### src/rtl/fosp_pkg.sv
// Purpose: Shared constants, types and helpers for the frame output pacer
// Assumes: 100 MHz aclk, AXI4-Lite register access with 8-bit byte addresses
// Notes:   Offsets are byte addresses; every register is one aligned word
package fosp_pkg;

  // ----------------------------------------------------------------
  // Timing
  // ----------------------------------------------------------------
  localparam int unsigned CLK_PERIOD_NS = 10;
  localparam int unsigned NS_PER_S = 1000000000;
  localparam int unsigned NS_PER_US = 1000;
  localparam int unsigned CLK_HZ = NS_PER_S / CLK_PERIOD_NS;
  localparam int unsigned US_CYC = NS_PER_US / CLK_PERIOD_NS;
  localparam int unsigned SYNC_TIMEOUT_S = 1;
  localparam int unsigned SYNC_TIMEOUT_CYC = SYNC_TIMEOUT_S * CLK_HZ;
  localparam int unsigned FPS_WINDOW_S = 1;
  localparam int unsigned FPS_WINDOW_CYC = FPS_WINDOW_S * CLK_HZ;

  // ----------------------------------------------------------------
  // Register map
  // ----------------------------------------------------------------
  localparam logic [7:0] ADDR_ROUTE = 8'h00;
  localparam logic [7:0] ADDR_SYNC_MODE = 8'h04;
  localparam logic [7:0] ADDR_SYNC_DELAY = 8'h08;
  localparam logic [7:0] ADDR_MAX_FPS = 8'h0C;
  localparam logic [7:0] ADDR_STATUS = 8'h10;
  localparam logic [7:0] ADDR_FPS_READ = 8'h14;
  localparam logic [7:0] ADDR_IRQ_STAT = 8'h18;
  localparam logic [7:0] ADDR_IRQ_MASK = 8'h1C;

  localparam int unsigned ROUTE_PROJ_BIT = 0;
  localparam int unsigned ROUTE_PREV_BIT = 1;
  localparam int unsigned STATUS_SYNC_BIT = 4;
  localparam int unsigned IRQ_FRAME_BIT = 0;
  localparam int unsigned IRQ_TIMEOUT_BIT = 1;
  localparam int unsigned IRQ_STALL_BIT = 2;

  localparam logic [1:0] ROUTE_RST = 2'h3;
  localparam logic [31:0] SYNC_DELAY_RST = 32'h0000_0000;
  localparam logic [15:0] MAX_FPS_RST = 16'h0064;
  localparam logic [2:0] IRQ_MASK_RST = 3'h0;

  localparam logic [1:0] RESP_OKAY = 2'h0;
  localparam logic [1:0] RESP_SLVERR = 2'h2;

  // ----------------------------------------------------------------
  // Types
  // ----------------------------------------------------------------
  typedef enum logic [1:0] {
    SYNC_OFF,
    WAIT_LOW_TO_HIGH,
    WAIT_HIGH_TO_LOW,
    WAIT_EITHER_TRANSITION
  } fosp_sync_mode_type;

  typedef enum logic [1:0] {
    CMD_OTHER,
    CMD_FRAME,
    CMD_SYNC_EDGE_WAIT,
    CMD_FRAME_RATE_CAP
  } fosp_cmd_type;

  typedef enum logic [1:0] {
    ST_IDLE,
    ST_SYNC_WAIT,
    ST_SYNC_DELAY,
    ST_RATE_STALL
  } fosp_state_type;

  // ----------------------------------------------------------------
  // Helpers
  // ----------------------------------------------------------------
  function automatic logic [31:0] fosp_merge(input logic [31:0] old_v,
                                             input logic [31:0] new_v,
                                             input logic [3:0] strb);
    logic [31:0] res;
    res = old_v;
    for (int i = 0; i < 4; i++)
    begin
      if (strb[i])
      begin
        res[i*8 +: 8] = new_v[i*8 +: 8];
      end
    end
    return res;
  endfunction

  function automatic logic fosp_edge_hit(input fosp_sync_mode_type mode,
                                         input logic rise,
                                         input logic fall);
    logic hit;
    hit = 1'b0;
    unique case (mode)
      SYNC_OFF: hit = 1'b1;
      WAIT_LOW_TO_HIGH: hit = rise;
      WAIT_HIGH_TO_LOW: hit = fall;
      WAIT_EITHER_TRANSITION: hit = rise | fall;
    endcase
    return hit;
  endfunction

endpackage

### src/rtl/fosp_top.sv
// What this block does
// - Separate projector and preview enables route frames
// - Commands still processed with outputs disabled
// - Rate readout counts preview frames only
// - Rising mode holds until low-to-high sync
// - Falling mode holds until high-to-low sync
// - Any-edge mode releases on either transition
// - Programmable delay after edge, default zero
// - Abandon sync wait after one second
// - Stall for shortfall below minimum frame period
// - Maximum frame rate programmable, default 100
// - Rate readout excludes limiter stall time
//
// Purpose: Output-stage pacer between show sequencer and frame sinks
// Assumes: One clock, synchronous reset, AXI4-Lite slave for registers
// Notes:   Sync delay register is in microseconds
//
// Chosen here: the register addresses and the AXI4-Lite register port.
`timescale 1ns/1ps
`default_nettype none
module fosp_top
  import fosp_pkg::*;
#(
  parameter int unsigned SYNC_TIMEOUT_CYC_P = SYNC_TIMEOUT_CYC,
  parameter int unsigned FPS_WINDOW_CYC_P = FPS_WINDOW_CYC,
  parameter int unsigned RATE_UNIT_CYC_P = CLK_HZ
)
(
  input wire logic aclk,
  input wire logic aresetn,
  input wire logic [7:0] s_axi_awaddr,
  input wire logic s_axi_awvalid,
  output logic s_axi_awready,
  input wire logic [31:0] s_axi_wdata,
  input wire logic [3:0] s_axi_wstrb,
  input wire logic s_axi_wvalid,
  output logic s_axi_wready,
  output logic [1:0] s_axi_bresp,
  output logic s_axi_bvalid,
  input wire logic s_axi_bready,
  input wire logic [7:0] s_axi_araddr,
  input wire logic s_axi_arvalid,
  output logic s_axi_arready,
  output logic [31:0] s_axi_rdata,
  output logic [1:0] s_axi_rresp,
  output logic s_axi_rvalid,
  input wire logic s_axi_rready,
  input wire logic cmd_valid,
  input wire logic [1:0] cmd_op,
  output logic cmd_ready,
  input wire logic sync_in,
  output logic proj_frame,
  output logic prev_frame,
  output logic irq
);

  typedef struct packed {
    fosp_state_type st;
    logic aw_have;
    logic [7:0] aw_addr;
    logic w_have;
    logic [31:0] w_data;
    logic [3:0] w_strb;
    logic awready;
    logic wready;
    logic bvalid;
    logic [1:0] bresp;
    logic arready;
    logic rvalid;
    logic [1:0] rresp;
    logic [31:0] rdata;
    logic [1:0] route;
    fosp_sync_mode_type mode;
    logic [31:0] delay_us;
    logic [15:0] max_fps;
    logic [2:0] irq_stat;
    logic [2:0] irq_mask;
    logic irq;
    logic [31:0] cnt;
    logic [6:0] us_pre;
    logic [31:0] rate_acc;
    logic rate_armed;
    logic [31:0] win_cnt;
    logic [15:0] frame_cnt;
    logic [15:0] fps_read;
    logic cmd_ready;
    logic proj_frame;
    logic prev_frame;
  } fosp_regs_type;

  fosp_regs_type r;
  fosp_regs_type n;
  logic sync_level;
  logic sync_rise;
  logic sync_fall;
  logic taken;
  logic hit;
  logic [2:0] irq_set;
  logic [2:0] irq_clr;
  logic [31:0] wd;
  fosp_cmd_type op;

  // ----------------------------------------------------------------
  // Sync pin front end
  // ----------------------------------------------------------------
  fosp_sync_edge u_sync (
    .aclk(aclk),
    .aresetn(aresetn),
    .sync_in(sync_in),
    .level(sync_level),
    .rise(sync_rise),
    .fall(sync_fall)
  );

  // ----------------------------------------------------------------
  // Next-state logic
  // ----------------------------------------------------------------
  always_comb
  begin
    n = r;
    irq_set = 3'h0;
    irq_clr = 3'h0;
    wd = 32'h0000_0000;
    op = fosp_cmd_type'(cmd_op);
    taken = cmd_valid && r.cmd_ready;
    hit = fosp_edge_hit(r.mode, sync_rise, sync_fall);
    n.proj_frame = 1'b0;
    n.prev_frame = 1'b0;

    // Register writes: address and data may arrive in either order
    if (s_axi_awvalid && r.awready)
    begin
      n.aw_have = 1'b1;
      n.aw_addr = s_axi_awaddr;
    end
    if (s_axi_wvalid && r.wready)
    begin
      n.w_have = 1'b1;
      n.w_data = s_axi_wdata;
      n.w_strb = s_axi_wstrb;
    end
    if (r.bvalid && s_axi_bready)
    begin
      n.bvalid = 1'b0;
    end
    if (r.aw_have && r.w_have && !r.bvalid)
    begin
      n.aw_have = 1'b0;
      n.w_have = 1'b0;
      n.bvalid = 1'b1;
      n.bresp = RESP_OKAY;
      unique case (r.aw_addr)
        ADDR_ROUTE:
        begin
          wd = fosp_merge(32'(r.route), r.w_data, r.w_strb);
          n.route = wd[1:0];
        end
        ADDR_SYNC_MODE:
        begin
          wd = fosp_merge(32'(r.mode), r.w_data, r.w_strb);
          n.mode = fosp_sync_mode_type'(wd[1:0]);
        end
        ADDR_SYNC_DELAY: n.delay_us = fosp_merge(r.delay_us, r.w_data, r.w_strb);
        ADDR_MAX_FPS:
        begin
          wd = fosp_merge(32'(r.max_fps), r.w_data, r.w_strb);
          n.max_fps = wd[15:0];
        end
        ADDR_IRQ_STAT:
        begin
          wd = fosp_merge(32'h0000_0000, r.w_data, r.w_strb);
          irq_clr = wd[2:0];
        end
        ADDR_IRQ_MASK:
        begin
          wd = fosp_merge(32'(r.irq_mask), r.w_data, r.w_strb);
          n.irq_mask = wd[2:0];
        end
        ADDR_STATUS, ADDR_FPS_READ: n.bresp = RESP_OKAY;
        default: n.bresp = RESP_SLVERR;
      endcase
    end
    n.awready = !n.aw_have && !n.bvalid;
    n.wready = !n.w_have && !n.bvalid;

    // Register reads
    if (r.rvalid && s_axi_rready)
    begin
      n.rvalid = 1'b0;
    end
    if (s_axi_arvalid && r.arready)
    begin
      n.rvalid = 1'b1;
      n.rresp = RESP_OKAY;
      n.rdata = 32'h0000_0000;
      unique case (s_axi_araddr)
        ADDR_ROUTE: n.rdata[1:0] = r.route;
        ADDR_SYNC_MODE: n.rdata[1:0] = r.mode;
        ADDR_SYNC_DELAY: n.rdata = r.delay_us;
        ADDR_MAX_FPS: n.rdata[15:0] = r.max_fps;
        ADDR_STATUS:
        begin
          n.rdata[1:0] = r.st;
          n.rdata[STATUS_SYNC_BIT] = sync_level;
        end
        ADDR_FPS_READ: n.rdata[15:0] = r.fps_read;
        ADDR_IRQ_STAT: n.rdata[2:0] = r.irq_stat;
        ADDR_IRQ_MASK: n.rdata[2:0] = r.irq_mask;
        default: n.rresp = RESP_SLVERR;
      endcase
    end
    n.arready = !n.rvalid;

    // Rate window freezes while stalled, so inserted waits never count
    if (r.st != ST_RATE_STALL)
    begin
      if (r.win_cnt == FPS_WINDOW_CYC_P - 1)
      begin
        n.win_cnt = 32'h0000_0000;
        n.fps_read = r.frame_cnt;
        n.frame_cnt = 16'h0000;
      end
      else
      begin
        n.win_cnt = r.win_cnt + 32'h0000_0001;
      end
    end

    // Elapsed time scaled by max rate; no divider needed for the period
    if (r.rate_acc < RATE_UNIT_CYC_P)
    begin
      n.rate_acc = r.rate_acc + 32'(r.max_fps);
    end

    unique case (r.st)
      ST_IDLE:
      begin
        if (taken)
        begin
          unique case (op)
            CMD_FRAME:
            begin
              n.proj_frame = r.route[ROUTE_PROJ_BIT];
              n.prev_frame = r.route[ROUTE_PREV_BIT];
              if (r.route[ROUTE_PREV_BIT])
              begin
                n.frame_cnt = n.frame_cnt + 16'h0001;
              end
              irq_set[IRQ_FRAME_BIT] = 1'b1;
            end
            CMD_SYNC_EDGE_WAIT:
            begin
              // The wait must come right before the frame it paces
              if (r.mode != SYNC_OFF)
              begin
                n.st = ST_SYNC_WAIT;
                n.cnt = 32'h0000_0000;
              end
            end
            CMD_FRAME_RATE_CAP:
            begin
              if (r.max_fps != 16'h0000 && r.rate_armed && r.rate_acc < RATE_UNIT_CYC_P)
              begin
                n.st = ST_RATE_STALL;
                irq_set[IRQ_STALL_BIT] = 1'b1;
              end
              else
              begin
                n.rate_acc = 32'h0000_0000;
                n.rate_armed = 1'b1;
              end
            end
            CMD_OTHER: n.st = ST_IDLE;
          endcase
        end
      end
      ST_SYNC_WAIT:
      begin
        if (hit)
        begin
          n.cnt = 32'h0000_0000;
          n.us_pre = 7'h00;
          n.st = (r.delay_us == 32'h0000_0000) ? ST_IDLE : ST_SYNC_DELAY;
        end
        else if (r.cnt == SYNC_TIMEOUT_CYC_P - 1)
        begin
          n.st = ST_IDLE;
          irq_set[IRQ_TIMEOUT_BIT] = 1'b1;
        end
        else
        begin
          n.cnt = r.cnt + 32'h0000_0001;
        end
      end
      ST_SYNC_DELAY:
      begin
        if (r.us_pre == 7'(US_CYC - 1))
        begin
          n.us_pre = 7'h00;
          if (r.cnt == r.delay_us - 32'h0000_0001)
          begin
            n.st = ST_IDLE;
          end
          else
          begin
            n.cnt = r.cnt + 32'h0000_0001;
          end
        end
        else
        begin
          n.us_pre = r.us_pre + 7'h01;
        end
      end
      ST_RATE_STALL:
      begin
        // A zero cap written mid-stall ends the stall instead of hanging
        if (r.rate_acc >= RATE_UNIT_CYC_P || r.max_fps == 16'h0000)
        begin
          n.st = ST_IDLE;
          n.rate_acc = 32'h0000_0000;
        end
      end
    endcase

    n.cmd_ready = (n.st == ST_IDLE);
    // Hardware set wins over a same-cycle clear
    n.irq_stat = (r.irq_stat & ~irq_clr) | irq_set;
    n.irq = |(n.irq_stat & n.irq_mask);
  end

  always_ff @(posedge aclk)
  begin
    if (!aresetn)
    begin
      r <= '0;
      r.route <= ROUTE_RST;
      r.delay_us <= SYNC_DELAY_RST;
      r.max_fps <= MAX_FPS_RST;
      r.irq_mask <= IRQ_MASK_RST;
    end
    else
    begin
      r <= n;
    end
  end

  assign s_axi_awready = r.awready;
  assign s_axi_wready = r.wready;
  assign s_axi_bresp = r.bresp;
  assign s_axi_bvalid = r.bvalid;
  assign s_axi_arready = r.arready;
  assign s_axi_rdata = r.rdata;
  assign s_axi_rresp = r.rresp;
  assign s_axi_rvalid = r.rvalid;
  assign cmd_ready = r.cmd_ready;
  assign proj_frame = r.proj_frame;
  assign prev_frame = r.prev_frame;
  assign irq = r.irq;
endmodule // fosp_top
`default_nettype wire

### src/rtl/fosp_sync_edge.sv
// Purpose: Bring the external sync pin into aclk and flag its edges
// Assumes: sync_in is asynchronous to aclk
// Notes:   Edge pulses are one cycle and registered
`timescale 1ns/1ps
`default_nettype none
module fosp_sync_edge
  import fosp_pkg::*;
(
  input wire logic aclk,
  input wire logic aresetn,
  input wire logic sync_in,
  output logic level,
  output logic rise,
  output logic fall
);

  typedef struct packed {
    logic s1;
    logic s2;
    logic s3;
    logic primed;
    logic lvl;
    logic rise;
    logic fall;
  } fosp_se_type;

  fosp_se_type r;
  fosp_se_type n;

  // ----------------------------------------------------------------
  // Synchroniser and edge compare
  // ----------------------------------------------------------------
  always_comb
  begin
    n = r;
    n.s1 = sync_in;
    n.s2 = r.s1;
    n.s3 = r.s2;
    n.rise = 1'b0;
    n.fall = 1'b0;
    // First agreement only loads the level, but it sees the reset-cleared 0s, so a high pin at reset still gives a rise
    if (r.s2 == r.s3 && (!r.primed || r.s3 != r.lvl))
    begin
      n.primed = 1'b1;
      n.lvl = r.s3;
      n.rise = r.primed & r.s3;
      n.fall = r.primed & !r.s3;
    end
  end

  always_ff @(posedge aclk)
  begin
    if (!aresetn)
    begin
      r <= '0;
    end
    else
    begin
      r <= n;
    end
  end

  assign level = r.lvl;
  assign rise = r.rise;
  assign fall = r.fall;
endmodule // fosp_sync_edge
`default_nettype wire

### config.mk
export PLATFORM = sky130hd
export DESIGN_NAME = fosp_top
export DESIGN_NICKNAME = d
export VERILOG_FILES = /design/src/rtl/fosp_pkg.sv /design/src/rtl/fosp_top.sv /design/src/rtl/fosp_sync_edge.sv
export SDC_FILE = /design/constraint.sdc
export NUM_CORES = 1
export LEC_CHECK = 0
export ABC_AREA = 0
export BUFFER_PORTS_ARGS = -buffer_cell sky130_fd_sc_hd__buf_4
export CAP_MARGIN = 20
export CORE_ASPECT_RATIO = 1.5
export CORE_MARGIN = 4
export CORE_UTILIZATION = 30
export CTS_BUF_LIST = sky130_fd_sc_hd__clkbuf_2
export CTS_CLUSTER_DIAMETER = 100
export CTS_CLUSTER_SIZE = 30
export DETAILED_ROUTE_END_ITERATION = 8
export HOLD_SLACK_MARGIN = 0.02
export PLACE_DENSITY = 0.5
export SLEW_MARGIN = 20
export SYNTH_ARGS = -nofsm -noshare
export SYNTH_HDL_FRONTEND = slang
export SYNTH_SLANG_ARGS = --single-unit
export TNS_END_PERCENT = 1
### constraint.sdc
create_clock -name aclk -period 4 [get_ports aclk]
set_input_delay 0.8 -clock aclk [delete_from_list [all_inputs] [get_ports aclk]]
set_output_delay 0.8 -clock aclk [all_outputs]
set_load 0.05 [all_outputs]
# Yosys cells after proc, flatten, opt, wreduce, memory -nomap -nowiden
# Index checks and enable logic that the tools add are counted.
[classes]
eq_ne = 37
add_sub_neg = 6
shift = 0
n_mux = 68
n_mul = 0
bitwise = 8
reduce_logical = 51
div = 0
n_lt_le_gt_ge = 2
[op_table]
columns = ["op", "count"]
rows = [
  ["2-to-1 mux 32 bit", 12],
  ["2-to-1 mux 33 bit", 3],
  ["one-hot mux 32 bit (3 select lines)", 1],
  ["2-to-1 mux 16 bit", 5],
  ["adder 32 x 1 -> 32 bit, second input constant", 2],
  ["== test 32 x 27 -> 1 bit, second input constant", 2],
  ["== test 8 x 5 -> 1 bit, second input constant", 8],
  ["one-hot mux 32 bit (2 select lines)", 1],
  ["2-to-1 mux 37 bit", 1],
  ["2-to-1 mux 35 bit", 1],
  ["one-hot mux 11 bit (3 select lines)", 1],
  ["adder 32 x 16 -> 32 bit", 1],
  ["== test 32 bit", 1],
  ["== test 8 x 4 -> 1 bit, second input constant", 4],
  ["greater-or-equal comparator 32 x 27 -> 1 bit, second input constant", 1],
  ["zero test 32 bit", 1],
  ["less-than comparator 32 x 27 -> 1 bit, second input constant", 1],
  ["subtractor 32 x 1 -> 32 bit, second input constant", 1],
  ["AND reduction 3 bit", 8],
  ["2-to-1 mux 2 bit", 11],
  ["2-to-1 mux 3 bit", 7],
  ["adder 16 x 1 -> 16 bit, second input constant", 1],
  ["== test 8 x 3 -> 1 bit, second input constant", 2],
  ["zero test 16 bit", 1],
  ["38 further kinds", 95],
]
[totals]
latchBits = 0
memories = 0
romBits = 0
input_bits = 63
word_cells = 214
mem_bits_rw = 0
register_bits = 294

# Longest topological paths before layout
[depth]
word_depth = 10
mapped_depth = 17
depth_no_buf = 13

# Cells and area by module
# A second synthesis with hierarchy kept.
[hier_totals]
hier_cells = 1726
area_unflattened_um2 = 14767.9
[modules_own_cells]
columns = ["mod", "seq_area_each_um2", "area_per_inst_um2", "instances", "cells_each"]
rows = [
  ["fosp_top", 5705.5, 14555.2, 1, 1707],
  ["fosp_sync_edge", 140.1, 212.7, 1, 19],
]

# Worst setup path before layout
# Ideal clock, no wire load.
[synth_path]
kind = "register to register"
from = "reg r[162] (netlist bit)"
to = "reg r[135] (netlist bit)"
synth_period_minus_slack_ps = 3604
t_required_ps = 3885
setup_slack_ps = 396
setup_ps = 115
arrival_time_ps = 3489
n_path_buf = 3
path_stages_with_launch = 15
cell_sequence = "dfxtp_1 -> inv_1 -> ha_1 -> or3b_2 -> clkbuf_1 -> or4_1 -> clkbuf_1 -> nor4_1 -> nor3b_1 -> nor4bb_1 -> and4_1 -> buf_6 -> a21oi_2 -> mux2_2 -> a2111oi_0"
[synth_between]
elab_chain_len = 4
[synth_lines]
columns = ["item", "line", "text"]
rows = [
  ["start: declaration", "fosp_top.sv:91", "fosp_regs_type r;"],
  ["start signal: assignment", "fosp_top.sv:343", "r <= n;"],
  ["subtractor 32 x 1 -> 32 bit", "fosp_top.sv:300", "if (r.cnt == r.delay_us - 32'h0000_0001)"],
  ["== test 32 bit", "fosp_top.sv:300", ""],
  ["!= test 2 bit (no line)", "-", ""],
  ["AND reduction 7 bit (no line)", "-", ""],
]
# Every way passes these cells.
# A chain may end at the register's enable or synchronous reset.

# Final worst setup path
# Ends and elaborated chain as after synthesis.

==> results.yml <==
critical_path:
  path_max_fanout: 6
  r2r_cells: 10
  required_ns: 4.90
  slowest_stage: "or4_4"
  crit_arrival_ns: 4.72
  endpoint_kind: "flop"
  timing.rr.start: "r[162]"
  r2r_end: "r[135]"
  start_kind: "flop"
  worst_path_most_repeated_cell: "or4_4"
  r2r_setup_slack_ns: 0.18
  worstPathCellList: "or4_4 -> or4_4 -> or3_1 -> a22o_1 -> nor4bb_1 -> and4_4 -> buf_4 -> a21oi_4 -> mux2_2 -> a2111oi_0"
  worstSetupPathType: "flop to flop"
  critPathMaxStageDelay_ns: 0.58
die:
  die_x_um: 186
  ioPinCount: 108
  initial_core_util_pct: 30.5
  die_h_um: 276
  fp.coreArea_mm2: 0.0470
  fp-row-count: 97
  die-area_mm2: 0.0513
finish:
  area_growth_pct: 13.8
  fin_area_mm2: 0.0163
  layout-drive-gt1-share_pct: 12.9
  fill_cells: 4929
  fin_nets: 1921
timing:
  rsz0062_at_grt: "false"
  finalSetupViolCount: 0
  fin_skew_ns: 0.0843
  timing.final.crit_share_pct: 95.4
  tightest_slew_ns: 0.905
  max_freq_ghz: 0.262
  hold_viol_final: 0
  final_max_slew_viol_count: 0
  period_needed_ns: 3.82
  setup_slack_ns: 0.184
  relSlewSlack_pct: 39.6
min_path:
  whs_endpoint: "s_axi_rdata[0]"
  hold_path_depth: 4
  hp-class: "primary input to flop"
  hp-start: "s_axi_araddr[1]"
synth:
  ys_dominant_reg_cell: "dfxtp_1"
  yosysMostFrequentCell: "dfxtp_1"
  synthDistinctLibCells: 75
  async_flop_share_pct: 0
  ys_seq_elements: 292
  synthTopCellsByArea: "dfxtp_1 41%, nand2_1 6.7%, a21oi_1 5.4%"
  synthesis.area_mm2: 0.0143
  yosysTopAreaCellShare_pct: 40.8
  ys_seq_area_share_pct: 40.8
  yosysWarnings: 0
  synthTopCellsByCount: "292 x dfxtp_1, 257 x nand2_1, 190 x nor2_1, 154 x a21oi_1, 83 x clkbuf_1"
  synth_top_cell_by_area: "dfxtp_1"
  avgSynthCellArea_um2: 8.22
  synth_edf_count: 0
  postSynthCellCount: 1741
placement:
  post-dp-hpwl_mm: 33.6
  place_worst_setup_slack_ns: -0.159
  place.gp.congestion: 0.891
  port_buffers: 105
  place_area_mm2: 0.0156
drt:
  ant_nets: 0
  routed_wl_mm: 44.9
  viasPerCell: 5.22
  first_iter_violations: 785
  dr.pass1.iters: 5
  vias: 12700
  route.detailed.drc: 0
  routedWlPerCell_um: 18.5
power:
  peakVddDrop_mv: 0.169
  power.density_mw_per_mm2: 281
  p_total_mw: 4.58
  p_leak_nw: 6.09
grt:
  grt-ovfl-total: 0
  grt_max_degree: 79
  grt_pass1_vias: 12400
  grt_usage_pct: 16.7
  grt_pass1_wl_mm: 69.9
  antenna_found_initial: 3
flow_run:
  maxCapViolCount: 0
cts:
  cts_num_sinks: 292
  path_clk_slew_ns: 0.57
  cts-htree-levels: 1
  numCtsBuffers: 14
  clk_latency_ns: 1.04
  cts_root_buf: "clkbuf_2"
  cts_tree: "done"
  cts_max_path_buffers: 3
status:
  outcome: "finished clean"
==> routing by layer <==
layer / track usage (%) / up-vias / share of wire, %
met5: 0 / - / 0.016
met4: 5.10 / 2 / 3.2
met3: 1.77 / 73 / 3.1
met2: 33.7 / 245 / 55
met1: 18.2 / 6106 / 39
li1: - / 6265 / -
==> registers in the layout, indices dropped and copies added (netlist names), 2 cells and up <==
signal / flops
s_axi_rdata: 32
u_sync.r: 2
r: 242
u_sync.n: 2
==> report_power, final <==
group          total (mW)  leakage [nW]  internal [mW]  switching [mW]
Combinational       0.436          3.64          0.176           0.259
Sequential           3.04          2.36           3.00          0.0465
Clock                1.10        0.0859          0.132           0.971
Total                4.58          6.09           3.31            1.28
==> layout by cell type, fill, tap and decap left out, types with 7 or more instances in the layout <==
| cell type | instances |
|---|---|
| a211oi_1 | 11 |
| a21oi_1 | 154 |
| a221oi_1 | 14 |
| a22oi_1 | 20 |
| and2_1 | 20 |
| and3_1 | 31 |
| buf_4 | 162 |
| clkbuf_2 | 15 |
| dfxtp_1 | 290 |
| dlygate4sd3_1 | 47 |
| ha_1 | 25 |
| inv_1 | 31 |
| mux2_2 | 17 |
| mux2i_1 | 42 |
| nand2_1 | 256 |
| nand3_1 | 71 |
| nand3b_1 | 7 |
| nand4_1 | 29 |
| nor2_1 | 190 |
| nor2b_1 | 10 |
| nor3_1 | 49 |
| nor4_1 | 20 |
| o21ai_0 | 39 |
| o311ai_0 | 7 |
| o31ai_1 | 11 |
| or3_1 | 14 |
| or4_1 | 17 |
| xnor2_1 | 47 |
| xor2_1 | 53 |
==> cell families after synthesis <==
family,count (synthesis),synth area share (%)
buffers and inverters,169,5.65
adders and majority gates,26,2.32
DFF,292,40.8
xor gates and xnor gates,100,6.12
and+or+nand+nor,767,25.7
muxes,64,5.06
AOI/OAI and AO/OA,322,14.3
other,1,0.0262
==> stage by stage <==
step / TNS, ns / std cells / utilization, % / hold WS, ns
2_1_floorplan: 0 / 1742 / - / 0.408
3_3_place_gp: -0.449 / 2354 / 33.2 / 0.415
3_5_place_dp: -1.79 / 2354 / 33.2 / 0.418
4_1_cts: -0.0349 / 2421 / 34.5 / 0.0436
5_1_grt: 0 / 2431 / 34.7 / 0.0744
6_report: 0 / 2432 / 34.7 / 0.129
==> worst max-delay path by stage <==
| stage | slack, ns | cells past startpoint | start | to |
|---|---|---|---|---|
| floorplan | 0.40 | 14 | r[162] | r[135] |
| global placement | -0.05 | 11 | r[162] | r[137] |
| detailed placement | -0.16 | 12 | r[162] | r[116] |
| CTS | -0.02 | 12 | r[162] | r[137] |
| global route | 0.01 | 10 | r[162] | r[137] |
| finish | 0.18 | 10 | r[162] | r[135] |
==> critical path: cells and delay by family, from the launching register on <==
kind | cells | cell delay, ns
buf+inv | 1 | 0.16
simple gates | 5 | 2.11
flops | 1 | 0.48
compound gates | 3 | 0.66
mux | 1 | 0.27
==> layout make-up <==
type	instances	area, um2	area share (%)
multi-input cells	1281	7720	47.4
repair buffers	211	1720	10.5
well taps	594	743	4.56
clock buffers	15	75.1	0.461
flip-flops and latches	292	5850	35.9
inverters	32	123	0.753
diodes	2	5.00	0.0307
clock inverters	5	48.8	0.300
==> timing repair <==
action                     CTS  global route
pin swaps                    0             5
setup endpoints to repair   25            32
resized for setup            5             9
hold buffers                47             0
setup buffers                0             9
hold endpoints to repair    48             0
No activity file was read; power rests on OpenSTA's default activity.
